[config.mk]
export PLATFORM = sky130hd
export DESIGN_NAME = olsat_top
export DESIGN_NICKNAME = d
export VERILOG_FILES = /design/src/olsat_pkg.sv /design/src/olsat_top.sv
export SDC_FILE = /design/constraint.sdc
export NUM_CORES = 1
export LEC_CHECK = 0
export ABC_AREA = 1
export BUFFER_PORTS_ARGS = -buffer_cell sky130_fd_sc_hd__buf_4
export CAP_MARGIN = 10
export CORE_ASPECT_RATIO = 0.75
export CORE_MARGIN = 8
export CORE_UTILIZATION = 35
export DETAILED_ROUTE_END_ITERATION = 10
export PLACE_DENSITY = 0.62
export SLEW_MARGIN = 20
export SYNTH_ARGS = -nofsm -noshare
export SYNTH_HDL_FRONTEND = slang
export SYNTH_SLANG_ARGS = --single-unit
[constraint.sdc]
create_clock -name aclk -period 4.7 [get_ports aclk]
set_clock_uncertainty 0.1 [all_clocks]
set_input_delay 0.94 -clock aclk [delete_from_list [all_inputs] [get_ports aclk]]
set_output_delay 0.94 -clock aclk [all_outputs]
set_load 0.005 [all_outputs]
[src/olsat_pkg.sv]
// package for the output level select and autotune block
// assumes a single 10 MHz clock domain and an axi4-lite register bus
package olsat_pkg;
  // output levels in tenths of a percent, signed
  localparam int LVL_W = 12;
  localparam logic signed [LVL_W-1:0] LVL_STD_MIN  = -12'sd50;
  localparam logic signed [LVL_W-1:0] LVL_HC_MIN   = -12'sd1050;
  localparam logic signed [LVL_W-1:0] LVL_MAX      = 12'sd1050;
  localparam logic signed [LVL_W-1:0] LVL_ZERO     = 12'sd0;
  localparam logic signed [LVL_W-1:0] UPPER_RST    = 12'sd1050;
  localparam logic signed [LVL_W-1:0] LOWER_RST    = -12'sd1050;
  // tuning settings, tenths
  localparam logic [15:0] GAIN_MIN  = 16'h0001;
  localparam logic [15:0] GAIN_MAX  = 16'h0064;
  localparam logic [15:0] GAIN_RST  = 16'h0008;
  localparam logic [15:0] HYST_MIN  = 16'h0001;
  localparam logic [15:0] HYST_MAX  = 16'h270F;
  localparam logic [15:0] HYST_RST  = 16'h0008;
  localparam logic [15:0] SWING_MIN = 16'h0032;
  localparam logic [15:0] SWING_MAX = 16'h01F4;
  localparam logic [15:0] SWING_RST = 16'h00C8;
  localparam logic [15:0] JUDGE_RST = 16'h05DC;
  // register byte offsets
  localparam logic [7:0] REG_CTRL   = 8'h00;
  localparam logic [7:0] REG_MANUAL = 8'h04;
  localparam logic [7:0] REG_STOP   = 8'h08;
  localparam logic [7:0] REG_ERROR  = 8'h0C;
  localparam logic [7:0] REG_UPPER  = 8'h10;
  localparam logic [7:0] REG_LOWER  = 8'h14;
  localparam logic [7:0] REG_GAIN   = 8'h18;
  localparam logic [7:0] REG_HYST   = 8'h1C;
  localparam logic [7:0] REG_SWING  = 8'h20;
  localparam logic [7:0] REG_JUDGE  = 8'h24;
  localparam logic [7:0] REG_STATUS = 8'h28;
  // control register fields
  localparam int CTRL_RUN      = 0;
  localparam int CTRL_MANUAL   = 1;
  localparam int CTRL_HEATCOOL = 2;
  localparam int CTRL_ONOFF    = 3;
  localparam int CTRL_TWODOF   = 4;
  localparam int CTRL_SELFTUNE = 5;
  localparam int CTRL_REDUCED  = 6;
  localparam int CTRL_TUNE_GO  = 8;
  localparam int CTRL_TUNE_CAN = 9;
  localparam int CTRL_LATCH_CL = 10;
  // status fields
  localparam int STAT_MANUAL  = 0;
  localparam int STAT_RUN     = 1;
  localparam int STAT_TUNING  = 2;
  localparam int STAT_REFUSED = 3;
  localparam int STAT_PHASE   = 4;
  localparam int STAT_HIGH    = 5;
  localparam logic [1:0] RESP_OKAY   = 2'b00;
  localparam logic [1:0] RESP_SLVERR = 2'b10;
  typedef enum logic [1:0] {TUNE_IDLE = 2'b00, TUNE_WAIT = 2'b01, TUNE_CYCLE = 2'b11} olsat_tune_type;
endpackage

[src/olsat_top.sv]
// output level select and limit-cycle autotune, one channel
// assumes an axi4-lite master, synchronous inputs, one clock
// What this block does
// - manual mode outputs stored manual level
// - override levels range-checked, default zero
// - mode input off auto, on manual
// - status word reports auto or manual
// - stopped control outputs stopped level
// - heat/cool stopped level split by sign
// - zero stopped level gives no output
// - input error outputs error level
// - priority manual, stopped, then error
// - clamp computed level; overrides bypass
// - heat/cool uses one combined limit pair
// - heat/cool limit ranges and defaults
// - lower above upper: larger acts upper
// - clamp only two-dof, self-tune off
// - refuse tune stopped, manual, on/off
// - during tuning only run/mode/tune/latch writes
// - stop cancels tune, no resume
// - no reduced tune under heat/cool
// - tune gain 0.1..10.0, default 0.8
// - tune hysteresis toggles limit cycle
// - reduced swing 5.0..50.0, default 20.0
// - reduced waits on deviation; full ignores
//
// Register access over AXI4-Lite and the address map were chosen for this implementation.
`timescale 1ns/100ps
`default_nettype none
module olsat_top
  import olsat_pkg::*;
#(
  parameter int LW = LVL_W
) (
  input  wire logic                 aclk,
  input  wire logic                 aresetn,
  input  wire logic [7:0]           s_axi_awaddr,
  input  wire logic                 s_axi_awvalid,
  output logic                      s_axi_awready,
  input  wire logic [31:0]          s_axi_wdata,
  input  wire logic [3:0]           s_axi_wstrb,
  input  wire logic                 s_axi_wvalid,
  output logic                      s_axi_wready,
  output logic [1:0]                s_axi_bresp,
  output logic                      s_axi_bvalid,
  input  wire logic                 s_axi_bready,
  input  wire logic [7:0]           s_axi_araddr,
  input  wire logic                 s_axi_arvalid,
  output logic                      s_axi_arready,
  output logic [31:0]               s_axi_rdata,
  output logic [1:0]                s_axi_rresp,
  output logic                      s_axi_rvalid,
  input  wire logic                 s_axi_rready,
  input  wire logic                 mode_event_en,
  input  wire logic                 mode_event_in,
  input  wire logic                 input_error,
  input  wire logic signed [LW-1:0] computed_level,
  input  wire logic signed [15:0]   initial_deviation,
  input  wire logic signed [15:0]   measured_value,
  input  wire logic signed [15:0]   set_point,
  output logic signed [LW-1:0]      output_level,
  output logic [LW-1:0]             heat_level,
  output logic [LW-1:0]             cool_level,
  output logic                      tune_active,
  output logic                      latch_clear,
  output logic [15:0]               tune_gain
);
  typedef struct packed {
    logic                 awdone;
    logic                 wdone;
    logic [7:0]           awaddr;
    logic [31:0]          wdata;
    logic                 bvalid;
    logic [1:0]           bresp;
    logic                 rvalid;
    logic [31:0]          rdata;
    logic [1:0]           rresp;
    logic                 run;
    logic                 manual;
    logic                 heatcool;
    logic                 onoff;
    logic                 twodof;
    logic                 selftune;
    logic                 reduced;
    logic                 refused;
    logic                 latch;
    logic signed [LW-1:0] lvl_manual;
    logic signed [LW-1:0] lvl_stop;
    logic signed [LW-1:0] lvl_error;
    logic signed [LW-1:0] upper;
    logic signed [LW-1:0] lower;
    logic [15:0]          gain;
    logic [15:0]          hyst;
    logic [15:0]          swing;
    logic [15:0]          judge;
    olsat_tune_type       tune;
    logic                 high;
    logic signed [LW-1:0] out;
  } olsat_state_type;

  olsat_state_type q, d;

  logic                 manual_eff;
  logic                 wr_go;
  logic                 locked;
  logic                 clamp_on;
  logic signed [LW-1:0] eff_up;
  logic signed [LW-1:0] eff_lo;
  logic signed [LW-1:0] clamped;
  logic signed [LW-1:0] wlvl;
  logic signed [LW-1:0] swing_lvl;
  logic signed [LW-1:0] sel;
  logic signed [LW-1:0] lvl_min;
  logic signed [16:0]   err;
  logic                 in_range;

  function automatic logic lvl_ok(input logic signed [LW-1:0] v, input logic signed [LW-1:0] lo,
                                  input logic signed [LW-1:0] hi);
    lvl_ok = (v >= lo) && (v <= hi);
  endfunction

  assign manual_eff = mode_event_en ? mode_event_in : q.manual;
  assign wr_go      = q.awdone && q.wdone && !q.bvalid;
  assign locked     = (q.tune != TUNE_IDLE) && (q.awaddr != REG_CTRL);
  assign wlvl       = q.wdata[LW-1:0];
  assign lvl_min    = q.heatcool ? LVL_HC_MIN : LVL_STD_MIN;
  assign in_range   = lvl_ok(wlvl, lvl_min, LVL_MAX);
  assign clamp_on   = q.twodof && !q.selftune;
  assign eff_up     = (q.lower > q.upper) ? q.lower : q.upper;
  assign eff_lo     = (q.lower > q.upper) ? q.upper : q.lower;
  // one limit pair on the signed sum, heat/cool alike
  assign clamped    = (computed_level > eff_up) ? eff_up :
                      (computed_level < eff_lo) ? eff_lo : computed_level;
  assign swing_lvl  = q.reduced ? LW'(q.swing) : LVL_MAX;
  assign err        = 17'(set_point) - 17'(measured_value);

  always_comb begin
    d = q;
    s_axi_awready = !q.awdone && !q.bvalid;
    s_axi_wready  = !q.wdone && !q.bvalid;
    s_axi_arready = !q.rvalid;
    d.latch = 1'b0;
    if (s_axi_awvalid && s_axi_awready) begin
      d.awdone = 1'b1;
      d.awaddr = s_axi_awaddr;
    end
    if (s_axi_wvalid && s_axi_wready) begin
      d.wdone = 1'b1;
      d.wdata = s_axi_wdata;
    end
    if (q.bvalid && s_axi_bready) begin
      d.bvalid = 1'b0;
    end
    if (wr_go) begin
      d.awdone = 1'b0;
      d.wdone  = 1'b0;
      d.bvalid = 1'b1;
      d.bresp  = RESP_OKAY;
      if (locked) begin
        d.bresp = RESP_SLVERR;
      end else begin
        unique case (q.awaddr)
          REG_CTRL: begin
            d.run    = q.wdata[CTRL_RUN];
            d.manual = q.wdata[CTRL_MANUAL];
            d.latch  = q.wdata[CTRL_LATCH_CL];
            if (q.tune == TUNE_IDLE) begin
              d.heatcool = q.wdata[CTRL_HEATCOOL];
              d.onoff    = q.wdata[CTRL_ONOFF];
              d.twodof   = q.wdata[CTRL_TWODOF];
              d.selftune = q.wdata[CTRL_SELFTUNE];
              d.reduced  = q.wdata[CTRL_REDUCED] && !q.wdata[CTRL_HEATCOOL];
            end
            if (q.wdata[CTRL_TUNE_GO] && q.tune == TUNE_IDLE) begin
              if (!q.run || manual_eff || q.onoff) begin
                d.refused = 1'b1;
              end else begin
                d.refused = 1'b0;
                d.tune    = TUNE_WAIT;
                d.high    = 1'b1;
              end
            end
            if (q.wdata[CTRL_TUNE_CAN]) begin
              d.tune = TUNE_IDLE;
            end
          end
          REG_MANUAL: if (in_range) d.lvl_manual = wlvl; else d.bresp = RESP_SLVERR;
          REG_STOP:   if (in_range) d.lvl_stop = wlvl; else d.bresp = RESP_SLVERR;
          REG_ERROR:  if (in_range) d.lvl_error = wlvl; else d.bresp = RESP_SLVERR;
          REG_UPPER: begin
            if (lvl_ok(wlvl, q.heatcool ? LVL_ZERO : LVL_STD_MIN, LVL_MAX)) d.upper = wlvl;
            else d.bresp = RESP_SLVERR;
          end
          REG_LOWER: begin
            if (lvl_ok(wlvl, lvl_min, q.heatcool ? LVL_ZERO : LVL_MAX)) d.lower = wlvl;
            else d.bresp = RESP_SLVERR;
          end
          REG_GAIN: begin
            if (q.wdata[15:0] >= GAIN_MIN && q.wdata[15:0] <= GAIN_MAX) d.gain = q.wdata[15:0];
            else d.bresp = RESP_SLVERR;
          end
          REG_HYST: begin
            if (q.wdata[15:0] >= HYST_MIN && q.wdata[15:0] <= HYST_MAX) d.hyst = q.wdata[15:0];
            else d.bresp = RESP_SLVERR;
          end
          REG_SWING: begin
            if (q.wdata[15:0] >= SWING_MIN && q.wdata[15:0] <= SWING_MAX) d.swing = q.wdata[15:0];
            else d.bresp = RESP_SLVERR;
          end
          REG_JUDGE: d.judge = q.wdata[15:0];
          default:   d.bresp = RESP_SLVERR;
        endcase
      end
    end
    // limit-cycle sequencing
    unique case (q.tune)
      TUNE_IDLE: ;
      TUNE_WAIT: begin
        // reduced variant holds off until deviation is under the judgment threshold
        if (!q.reduced || initial_deviation < $signed({1'b0, q.judge[14:0]})) begin
          d.tune = TUNE_CYCLE;
        end
      end
      TUNE_CYCLE: begin
        if (q.high && err < -$signed({1'b0, q.hyst})) d.high = 1'b0;
        else if (!q.high && err > $signed({1'b0, q.hyst})) d.high = 1'b1;
      end
      default: d.tune = TUNE_IDLE;
    endcase
    if (!d.run || manual_eff) begin
      d.tune = TUNE_IDLE;
    end
    // output selection
    if (manual_eff) sel = q.lvl_manual;
    else if (!q.run) sel = q.lvl_stop;
    else if (input_error) sel = q.lvl_error;
    else if (q.tune == TUNE_CYCLE) sel = q.high ? swing_lvl : (q.heatcool ? -swing_lvl : LVL_ZERO);
    else if (q.tune == TUNE_WAIT) sel = LVL_ZERO;
    else sel = clamp_on ? clamped : computed_level;
    d.out = sel;
    // read side
    if (q.rvalid && s_axi_rready) begin
      d.rvalid = 1'b0;
    end
    if (s_axi_arvalid && s_axi_arready) begin
      d.rvalid = 1'b1;
      d.rresp  = RESP_OKAY;
      d.rdata  = '0;
      unique case (s_axi_araddr)
        REG_CTRL:   d.rdata = {25'h0, q.reduced, q.selftune, q.twodof, q.onoff, q.heatcool, q.manual, q.run};
        REG_MANUAL: d.rdata = 32'(q.lvl_manual);
        REG_STOP:   d.rdata = 32'(q.lvl_stop);
        REG_ERROR:  d.rdata = 32'(q.lvl_error);
        REG_UPPER:  d.rdata = 32'(q.upper);
        REG_LOWER:  d.rdata = 32'(q.lower);
        REG_GAIN:   d.rdata = {16'h0, q.gain};
        REG_HYST:   d.rdata = {16'h0, q.hyst};
        REG_SWING:  d.rdata = {16'h0, q.swing};
        REG_JUDGE:  d.rdata = {16'h0, q.judge};
        REG_STATUS: d.rdata = {26'h0, q.high, q.tune == TUNE_CYCLE, q.refused, q.tune != TUNE_IDLE,
                               q.run, manual_eff};
        default:    d.rresp = RESP_SLVERR;
      endcase
    end
  end

  always_ff @(posedge aclk) begin
    if (!aresetn) begin
      q            <= '0;
      q.upper      <= UPPER_RST;
      q.lower      <= LOWER_RST;
      q.lvl_manual <= LVL_ZERO;
      q.lvl_stop   <= LVL_ZERO;
      q.lvl_error  <= LVL_ZERO;
      q.gain       <= GAIN_RST;
      q.hyst       <= HYST_RST;
      q.swing      <= SWING_RST;
      q.judge      <= JUDGE_RST;
      q.twodof     <= 1'b1;
      q.tune       <= TUNE_IDLE;
    end else begin
      q <= d;
    end
  end

  assign s_axi_bvalid = q.bvalid;
  assign s_axi_bresp  = q.bresp;
  assign s_axi_rvalid = q.rvalid;
  assign s_axi_rdata  = q.rdata;
  assign s_axi_rresp  = q.rresp;
  assign output_level = q.out;
  // heat takes positive, cool the magnitude of negative in heat/cool only
  assign heat_level   = (q.out > LVL_ZERO) ? q.out : LVL_ZERO;
  assign cool_level   = (q.heatcool && q.out < LVL_ZERO) ? -q.out : LVL_ZERO;
  assign tune_active  = q.tune != TUNE_IDLE;
  assign latch_clear  = q.latch;
  assign tune_gain    = q.gain;

  AST_MANUAL_OUT: assert property (@(posedge aclk) disable iff (!aresetn)
    manual_eff |=> output_level == $past(q.lvl_manual)) else $error("manual level not output");
  AST_STOP_OUT: assert property (@(posedge aclk) disable iff (!aresetn)
    (!manual_eff && !q.run) |=> output_level == $past(q.lvl_stop)) else $error("stop level not output");
  AST_ERR_OUT: assert property (@(posedge aclk) disable iff (!aresetn)
    (!manual_eff && q.run && input_error) |=> output_level == $past(q.lvl_error))
    else $error("error level not output");
  AST_CLAMP: assert property (@(posedge aclk) disable iff (!aresetn)
    (q.run && !manual_eff && !input_error && q.tune == TUNE_IDLE && clamp_on)
    |=> output_level <= $past(eff_up) && output_level >= $past(eff_lo)) else $error("clamp broken");
  AST_SPLIT: assert property (@(posedge aclk) disable iff (!aresetn)
    q.out == LVL_ZERO |-> heat_level == LVL_ZERO && cool_level == LVL_ZERO) else $error("output at zero");
  AST_REFUSE: assert property (@(posedge aclk) disable iff (!aresetn)
    (q.tune == TUNE_IDLE && (!q.run || q.onoff)) |=> q.tune == TUNE_IDLE) else $error("tune not refused");
  AST_STOP_CANCEL: assert property (@(posedge aclk) disable iff (!aresetn)
    (q.tune != TUNE_IDLE && !d.run) |=> q.tune == TUNE_IDLE ##1 q.tune == TUNE_IDLE)
    else $error("stop did not cancel tune");
  AST_LOCKED: assert property (@(posedge aclk) disable iff (!aresetn)
    (wr_go && locked) |=> s_axi_bresp == RESP_SLVERR && $stable(q.lvl_manual)) else $error("write not refused");
  AST_NO_REDUCED_HC: assert property (@(posedge aclk) disable iff (!aresetn)
    q.heatcool |-> !q.reduced) else $error("reduced tune under heat/cool");
  AST_WR_RESP: assert property (@(posedge aclk) disable iff (!aresetn)
    wr_go |=> s_axi_bvalid) else $error("no write response");
endmodule
`default_nettype wire

==> qor.txt, run 1 <==
largest net degree at the start of global routing - 65
critical path required time - 4950 ps
Initial Utilization - 35.3%
DRT iter0 DRCs - 1386
drt via density - 5.28
critical path's slowest cell - ha_1
fmax - 0.231 GHz
Rel. slew slack - 28.9%
worst r2r path cells - 23
share of post-route cells with drive strength above 1 - 14.6%
Worst path top cell family by delay - simple AND/OR/NAND/NOR gates
CTS Sinks - 195
Most common cell on crit path - nand2_1
Primary FF master, synth - dfxtp_1
Ports - 217
Post-Synthesis Cells - 1962
Max VDD drop - 240 uV
Netlist cell types - 53
# rows - 62
vias in the first global route - 13.0k
unrepaired setup endpoints after global routing - no
gr ovfl total - 0
drt first pass iters - 5
total wire length - 48000 um
EDFF count, synth - 0
hold buffer count at cts - 0
CTS Buffer Depth - 2
Final setup viols - 0
Clock Latency Late Sink - 470 ps
area added between synthesis and finish - 16.5%
Worst setup EP type - register
worst-path maximum fanout - 16
initial antenna violation count - 0
Fin Setup TNS - 0 ps
placed cells - 2566
Worst-path clk slew - 70 ps
n_diodes - 0
Setup Crit Path Kind - reg2reg
WHS - 358 ps
Port Buf Inserts - 193
Leak - 7.31 nW
Num CTS Buffers - 17
Critical R2R Capture - output_level[5]
H-Tree Depth - 4
fin. max-slew vios - 0
sequential area share after synthesis - 29.1%
GP Congestion - 0.959
CTS tree - built
Synth Cell Area - 13400 um2
status - finished, final reports clean
synth warn - 0
fin crit share - 92.2%
fin area - 15600 um2
final total power - 0.00405 W
most frequent cells in the layout - inv_1, nand2_1, buf_4, a21oi_1, dfxtp_1
Setup crit start kind - register
largest stage delay on the critical path - 360 ps
post-detail-place hpwl - 37800 um
DR WL/cell - 18.5 um
max_cap viols - 0
# DRC - 0
Finished Layout Cells - 2598
Buf/Inv on CP - 3
CP cell instances - inv_1, ha_1, a21o_1, nor2_1, nand4_1, nand3_4, inv_1, buf_4, o21ai_0, ha_1, a21oi_1, o21ai_0, a21oi_2, nand2_2, nand2_1, nand2_1, nand2_1, nand3_1, nand2_1, nand2_1, nand3_1, nand2_1, a21oi_1
most common cell after layout, fill and taps aside - inv_1
die height - 186 um
All-Layer GR Usage - 20.6%
total core area - 38100 um2
die width - 242 um
syn avg cell area - 6.85 um2
hold path depth - 2
crit path time final - 4330 ps
PD cells - 259 nW/um2
CTS root buf - clkbuf_16
post-route ant nets - 0
placed cell area - 15100 um2
Die Area - 45000 um2
Post-synth ARST share - 0%
Hold Path Class - reg2reg
crit path DAT - 4590 ps
R2R setup slack - 370 ps
Worst R2R Start - q[102]
Tightest Pin Transition - 1070 ps
Synth Register Bits - 195
# nets final - 2311
vias - 13.7k
Hold Fails Final Rpt - 0
first-pass GRT wire length - 73400 um
hold path start - q[46]
hold-critical path endpoint - q[46]
-- metrics by stage --
| step | util, % | setup WS (ps) |
|---|---|---|
| floorplan | - | 674 |
| global placement | 39.5 | 282 |
| detailed placement | 39.5 | 286 |
| CTS | 41.1 | 252 |
| global route | 41.1 | 12.6 |
| finish | 41.1 | 366 |
-- cells in the mapped netlist, types with 8 or more instances --
cell type,count,area [um2]
nand3_2,10,100
nor3b_1,9,67.6
a21oi_1,216,1080
buf_4,66,495
inv_1,300,1130
nor2_1,149,559
clkbuf_1,70,263
o22ai_1,33,206
xor2_1,25,219
nand3_1,77,385
a221oi_1,23,201
a211oi_1,15,113
nand2_1,287,1080
dfxtp_1,195,3900
nor3_1,40,200
ha_1,115,1440
o21bai_1,8,60.1
a21oi_2,10,87.6
o211ai_1,31,233
nand4_1,32,200
o21ai_0,176,881
-- power by group --
group | internal [W] | switching [W]
Combinational | 0.000296 | 0.000478
Sequential | 0.00169 | 0.0000654
Clock | 0.000807 | 0.000716
Total | 0.00279 | 0.00126
-- state kept, by name (all words and copies together) (netlist names) --
name / flops
tune_gain: 16
s_axi_rdata: 17
q: 145
s_axi_bresp: 1
latch_clear: 1
s_axi_rvalid: 1
s_axi_rresp: 1
output_level: 12
s_axi_bvalid: 1
-- tightest hold or removal path: stages (launching register included) --
cell	delay, ps
dfxtp_1	310
inv_1	60
nor3_1	50
-- worst max-delay path by stage --
stage                      start              end  slack, ps  cells after the start
6_report                  q[102]  output_level[5]        370                     23
5_1_grt                   q[102]  output_level[2]         10                     28
4_1_cts                   q[102]  output_level[2]        250                     27
3_5_place_dp   measured_value[0]            q[12]        290                     26
3_3_place_gp   measured_value[0]            q[12]        280                     26
2_1_floorplan  measured_value[2]            q[12]        670                     25
-- layer usage --
layer	global-route usage [%]	wire length (um)
met5	0	0
met4	5.35	1010
met1	27.6	21700
met3	5.99	4270
met2	32.3	21000
-- cell families (layout without fill, tap and decap cells) --
family                   Yosys count  count (layout)  synth area share (%)
AO/OA/AOI/OAI                    548             548                  23.4
XOR/XNOR                          27              27                  1.76
adder cells (fa/ha/maj)          116             116                  10.9
buffers and inverters            454             576                  14.7
flip-flops                       195             195                  29.1
other                              1               3                0.0279
AND/OR/NAND/NOR                  621             621                  20.2
-- area by class of cell --
cell class                      instances  area, um2
Tap cell                              512        641
Clock buffer                           19        443
Multi-Input combinational cell       1315       7580
Inverter                              307       1150
Fill cell                            3957      22400
Timing Repair Buffer                  237       1780
Clock inverter                         13        149
Sequential cell                       195       3900
-- what timing repair did --
item / in CTS / in global routing
setup endpoints to repair: 0 / 12
gates resized for setup: 0 / 15
setup buffers: 0 / 0
Power figures use the tool's default switching activity.
==> run 2: changes to the inputs <==
Settings changed: REMOVE_ABC_BUFFERS set to 1.
==> run 2 against run 1 <==
- die area unchanged
- power up 0.32%
- via count down 0.57%
- largest cell class unchanged
- highest routed layer is now met5
- critical path depth up 2
- global-route usage down 0.34 points
==> qor.txt, run 2 (synthesis results as in run 1) <==
H-Tree Depth - 4 (unchanged)
CP Capture Point - output_level[0] (was output_level[5])
All-Layer GR Usage - 20.3% (was 20.6%)
Leak - 7.33 nW (was 7.31 nW)
unrepaired setup endpoints after global routing - no (unchanged)
# nets final - 2310 (was 2311)
DRT iter0 DRCs - 1375 (was 1386)
PD cells - 259 nW/um2 (about the same)
CTS root buf - clkbuf_16 (unchanged)
critical path's slowest cell - ha_1 (unchanged)
area added between synthesis and finish - 16.7% (was 16.5%)
# DRC - 0 (unchanged)
worst r2r path cells - 25 (was 23)
hold buffer count at cts - 0 (unchanged)
Critical R2R Capture - output_level[0] (was output_level[5])
critical path required time - 4940 ps (was 4950 ps)
fin crit share - 93.4% (was 92.2%)
CTS Sinks - 195 (unchanged)
Setup crit start kind - register (unchanged)
Finished Layout Cells - 2598 (unchanged)
crit path DAT - 4620 ps (was 4590 ps)
Tightest Pin Transition - 957 ps (was 1070 ps)
most frequent cells in the layout - inv_1, nand2_1, buf_4, a21oi_1, dfxtp_1 (unchanged)
fin area - 15700 um2 (was 15600 um2)
largest net degree at the start of global routing - 90 (was 65)
fmax - 0.228 GHz (was 0.231 GHz)
placed cells - 2565 (was 2566)
drt via density - 5.25 (was 5.28)
Rel. slew slack - 35.8% (was 28.9%)
gr ovfl total - 0 (unchanged)
CTS tree - built (unchanged)
Num CTS Buffers - 17 (unchanged)
WHS - 348 ps (was 358 ps)
max reg flops - 145 (unchanged)
Worst setup EP type - register (unchanged)
drt first pass iters - 7 (was 5)
fin. max-slew vios - 0 (unchanged)
DR WL/cell - 18.4 um (was 18.5 um)
Hold Fails Final Rpt - 0 (unchanged)
GP Congestion - 0.920 (was 0.959)
Worst-path clk slew - 80 ps (was 70 ps)
Worst R2R Start - q[102] (unchanged)
most common cell after layout, fill and taps aside - inv_1 (unchanged)
post-route ant nets - 0 (unchanged)
initial antenna violation count - 2 (was 0)
placed cell area - 15100 um2 (about the same)
max_cap viols - 0 (unchanged)
vias in the first global route - 12.7k (was 13.0k)
total wire length - 47800 um (was 48000 um)
Initial Utilization - 35.3% (unchanged)
total core area - 38100 um2 (unchanged)
Fin Setup TNS - 0 ps (unchanged)
Max VDD drop - 252 uV (was 240 uV)
R2R setup slack - 310 ps (was 370 ps)
Clock Latency Late Sink - 450 ps (was 470 ps)
Most common cell on crit path - nand2_1 (unchanged)
Ports - 217 (unchanged)
Setup Crit Path Kind - reg2reg (unchanged)
Final setup viols - 0 (unchanged)
die width - 242 um (unchanged)
crit path time final - 4390 ps (was 4330 ps)
CTS Buffer Depth - 2 (unchanged)
vias - 13.6k (was 13.7k)
first-pass GRT wire length - 72600 um (was 73400 um)
CP startpoint - q[102] (unchanged)
Port Buf Inserts - 193 (unchanged)
Die Area - 45000 um2 (unchanged)
die height - 186 um (unchanged)
# rows - 62 (unchanged)
Hold Path Class - reg2reg (unchanged)
largest stage delay on the critical path - 360 ps (about the same)
status - finished, final reports clean (unchanged)
worst-path maximum fanout - 25 (was 16)
Top reg by flops - q (unchanged)
share of post-route cells with drive strength above 1 - 14.6% (about the same)
post-detail-place hpwl - 36900 um (was 37800 um)
[run 2: changes by cell type in the layout (fill, tap and decap cells not counted), moves of 2 or more]
| cell | delta |
|---|---|
| buf_12 | +3 |
| nand2_1 | -2 |
| inv_6 | -2 |
| buf_4 | -5 |
| o21ai_1 | -5 |
| clkinv_4 | -2 |
| nand2_2 | +2 |
| inv_8 | +4 |
| o21ai_0 | +5 |
[run 2: worst min-delay path by stage]
stage,startpoint,end,slack [ps],cells past startpoint
floorplan,q[43],q[43],320,2
global placement,q[46],q[46],330,2
detailed placement,q[43],q[43],340,2
CTS,q[43],q[43],350,2
global route,q[46],q[46],360,2
finish,q[43],q[43],350,2
[run 2: per-layer routing]
layer	global-route usage [%]	vias to the layer above	part of all wire [%]
li1	-	6746	-
met1	28.6	6307	46
met2	31.4	539	43
met3	4.46	52	8.7
met4	4.43	2	1.8
met5	0	-	0.025
[run 2: through the flow]
step	worst slack (ps)	util (%)	power, W
2_1_floorplan	664	-	0.00222
3_3_place_gp	182	39.6	0.00253
3_5_place_dp	44.4	39.6	0.00255
4_1_cts	17.2	41.1	0.00405
5_1_grt	7.81	41.2	0.00422
6_report	312	41.2	0.00406
[run 2: cell type report]
class / count / area (um2)
fill: 3975 / 22400
sequential: 195 / 3900
clock buffer: 18 / 429
tap: 512 / 641
inverter: 307 / 1150
antenna: 1 / 2.50
multi-input combinational: 1315 / 7570
clock inverter: 14 / 166
timing repair buffer: 236 / 1810
[run 2: worst max-delay path, delay by kind of cell, from the launching register on]
family	cells	cell delay [ps]
compound gates	7	1180
xor+xnor	1	150
fa+ha+maj	2	670
buf+inv	4	550
flops	1	330
simple gates	11	1280
[run 2: report_power, final]
part / internal (W) / switching [W] / total (W)
Combinational: 0.000296 / 0.000484 / 0.000780
Sequential: 0.00168 / 0.0000592 / 0.00174
Clock: 0.000803 / 0.000733 / 0.00154
[run 2: repair_timing]
item                                    4_1_cts  5_1_grt
endpoints found under the setup margin        0       12
resized for setup                             0       12
setup buffers                                 0        0
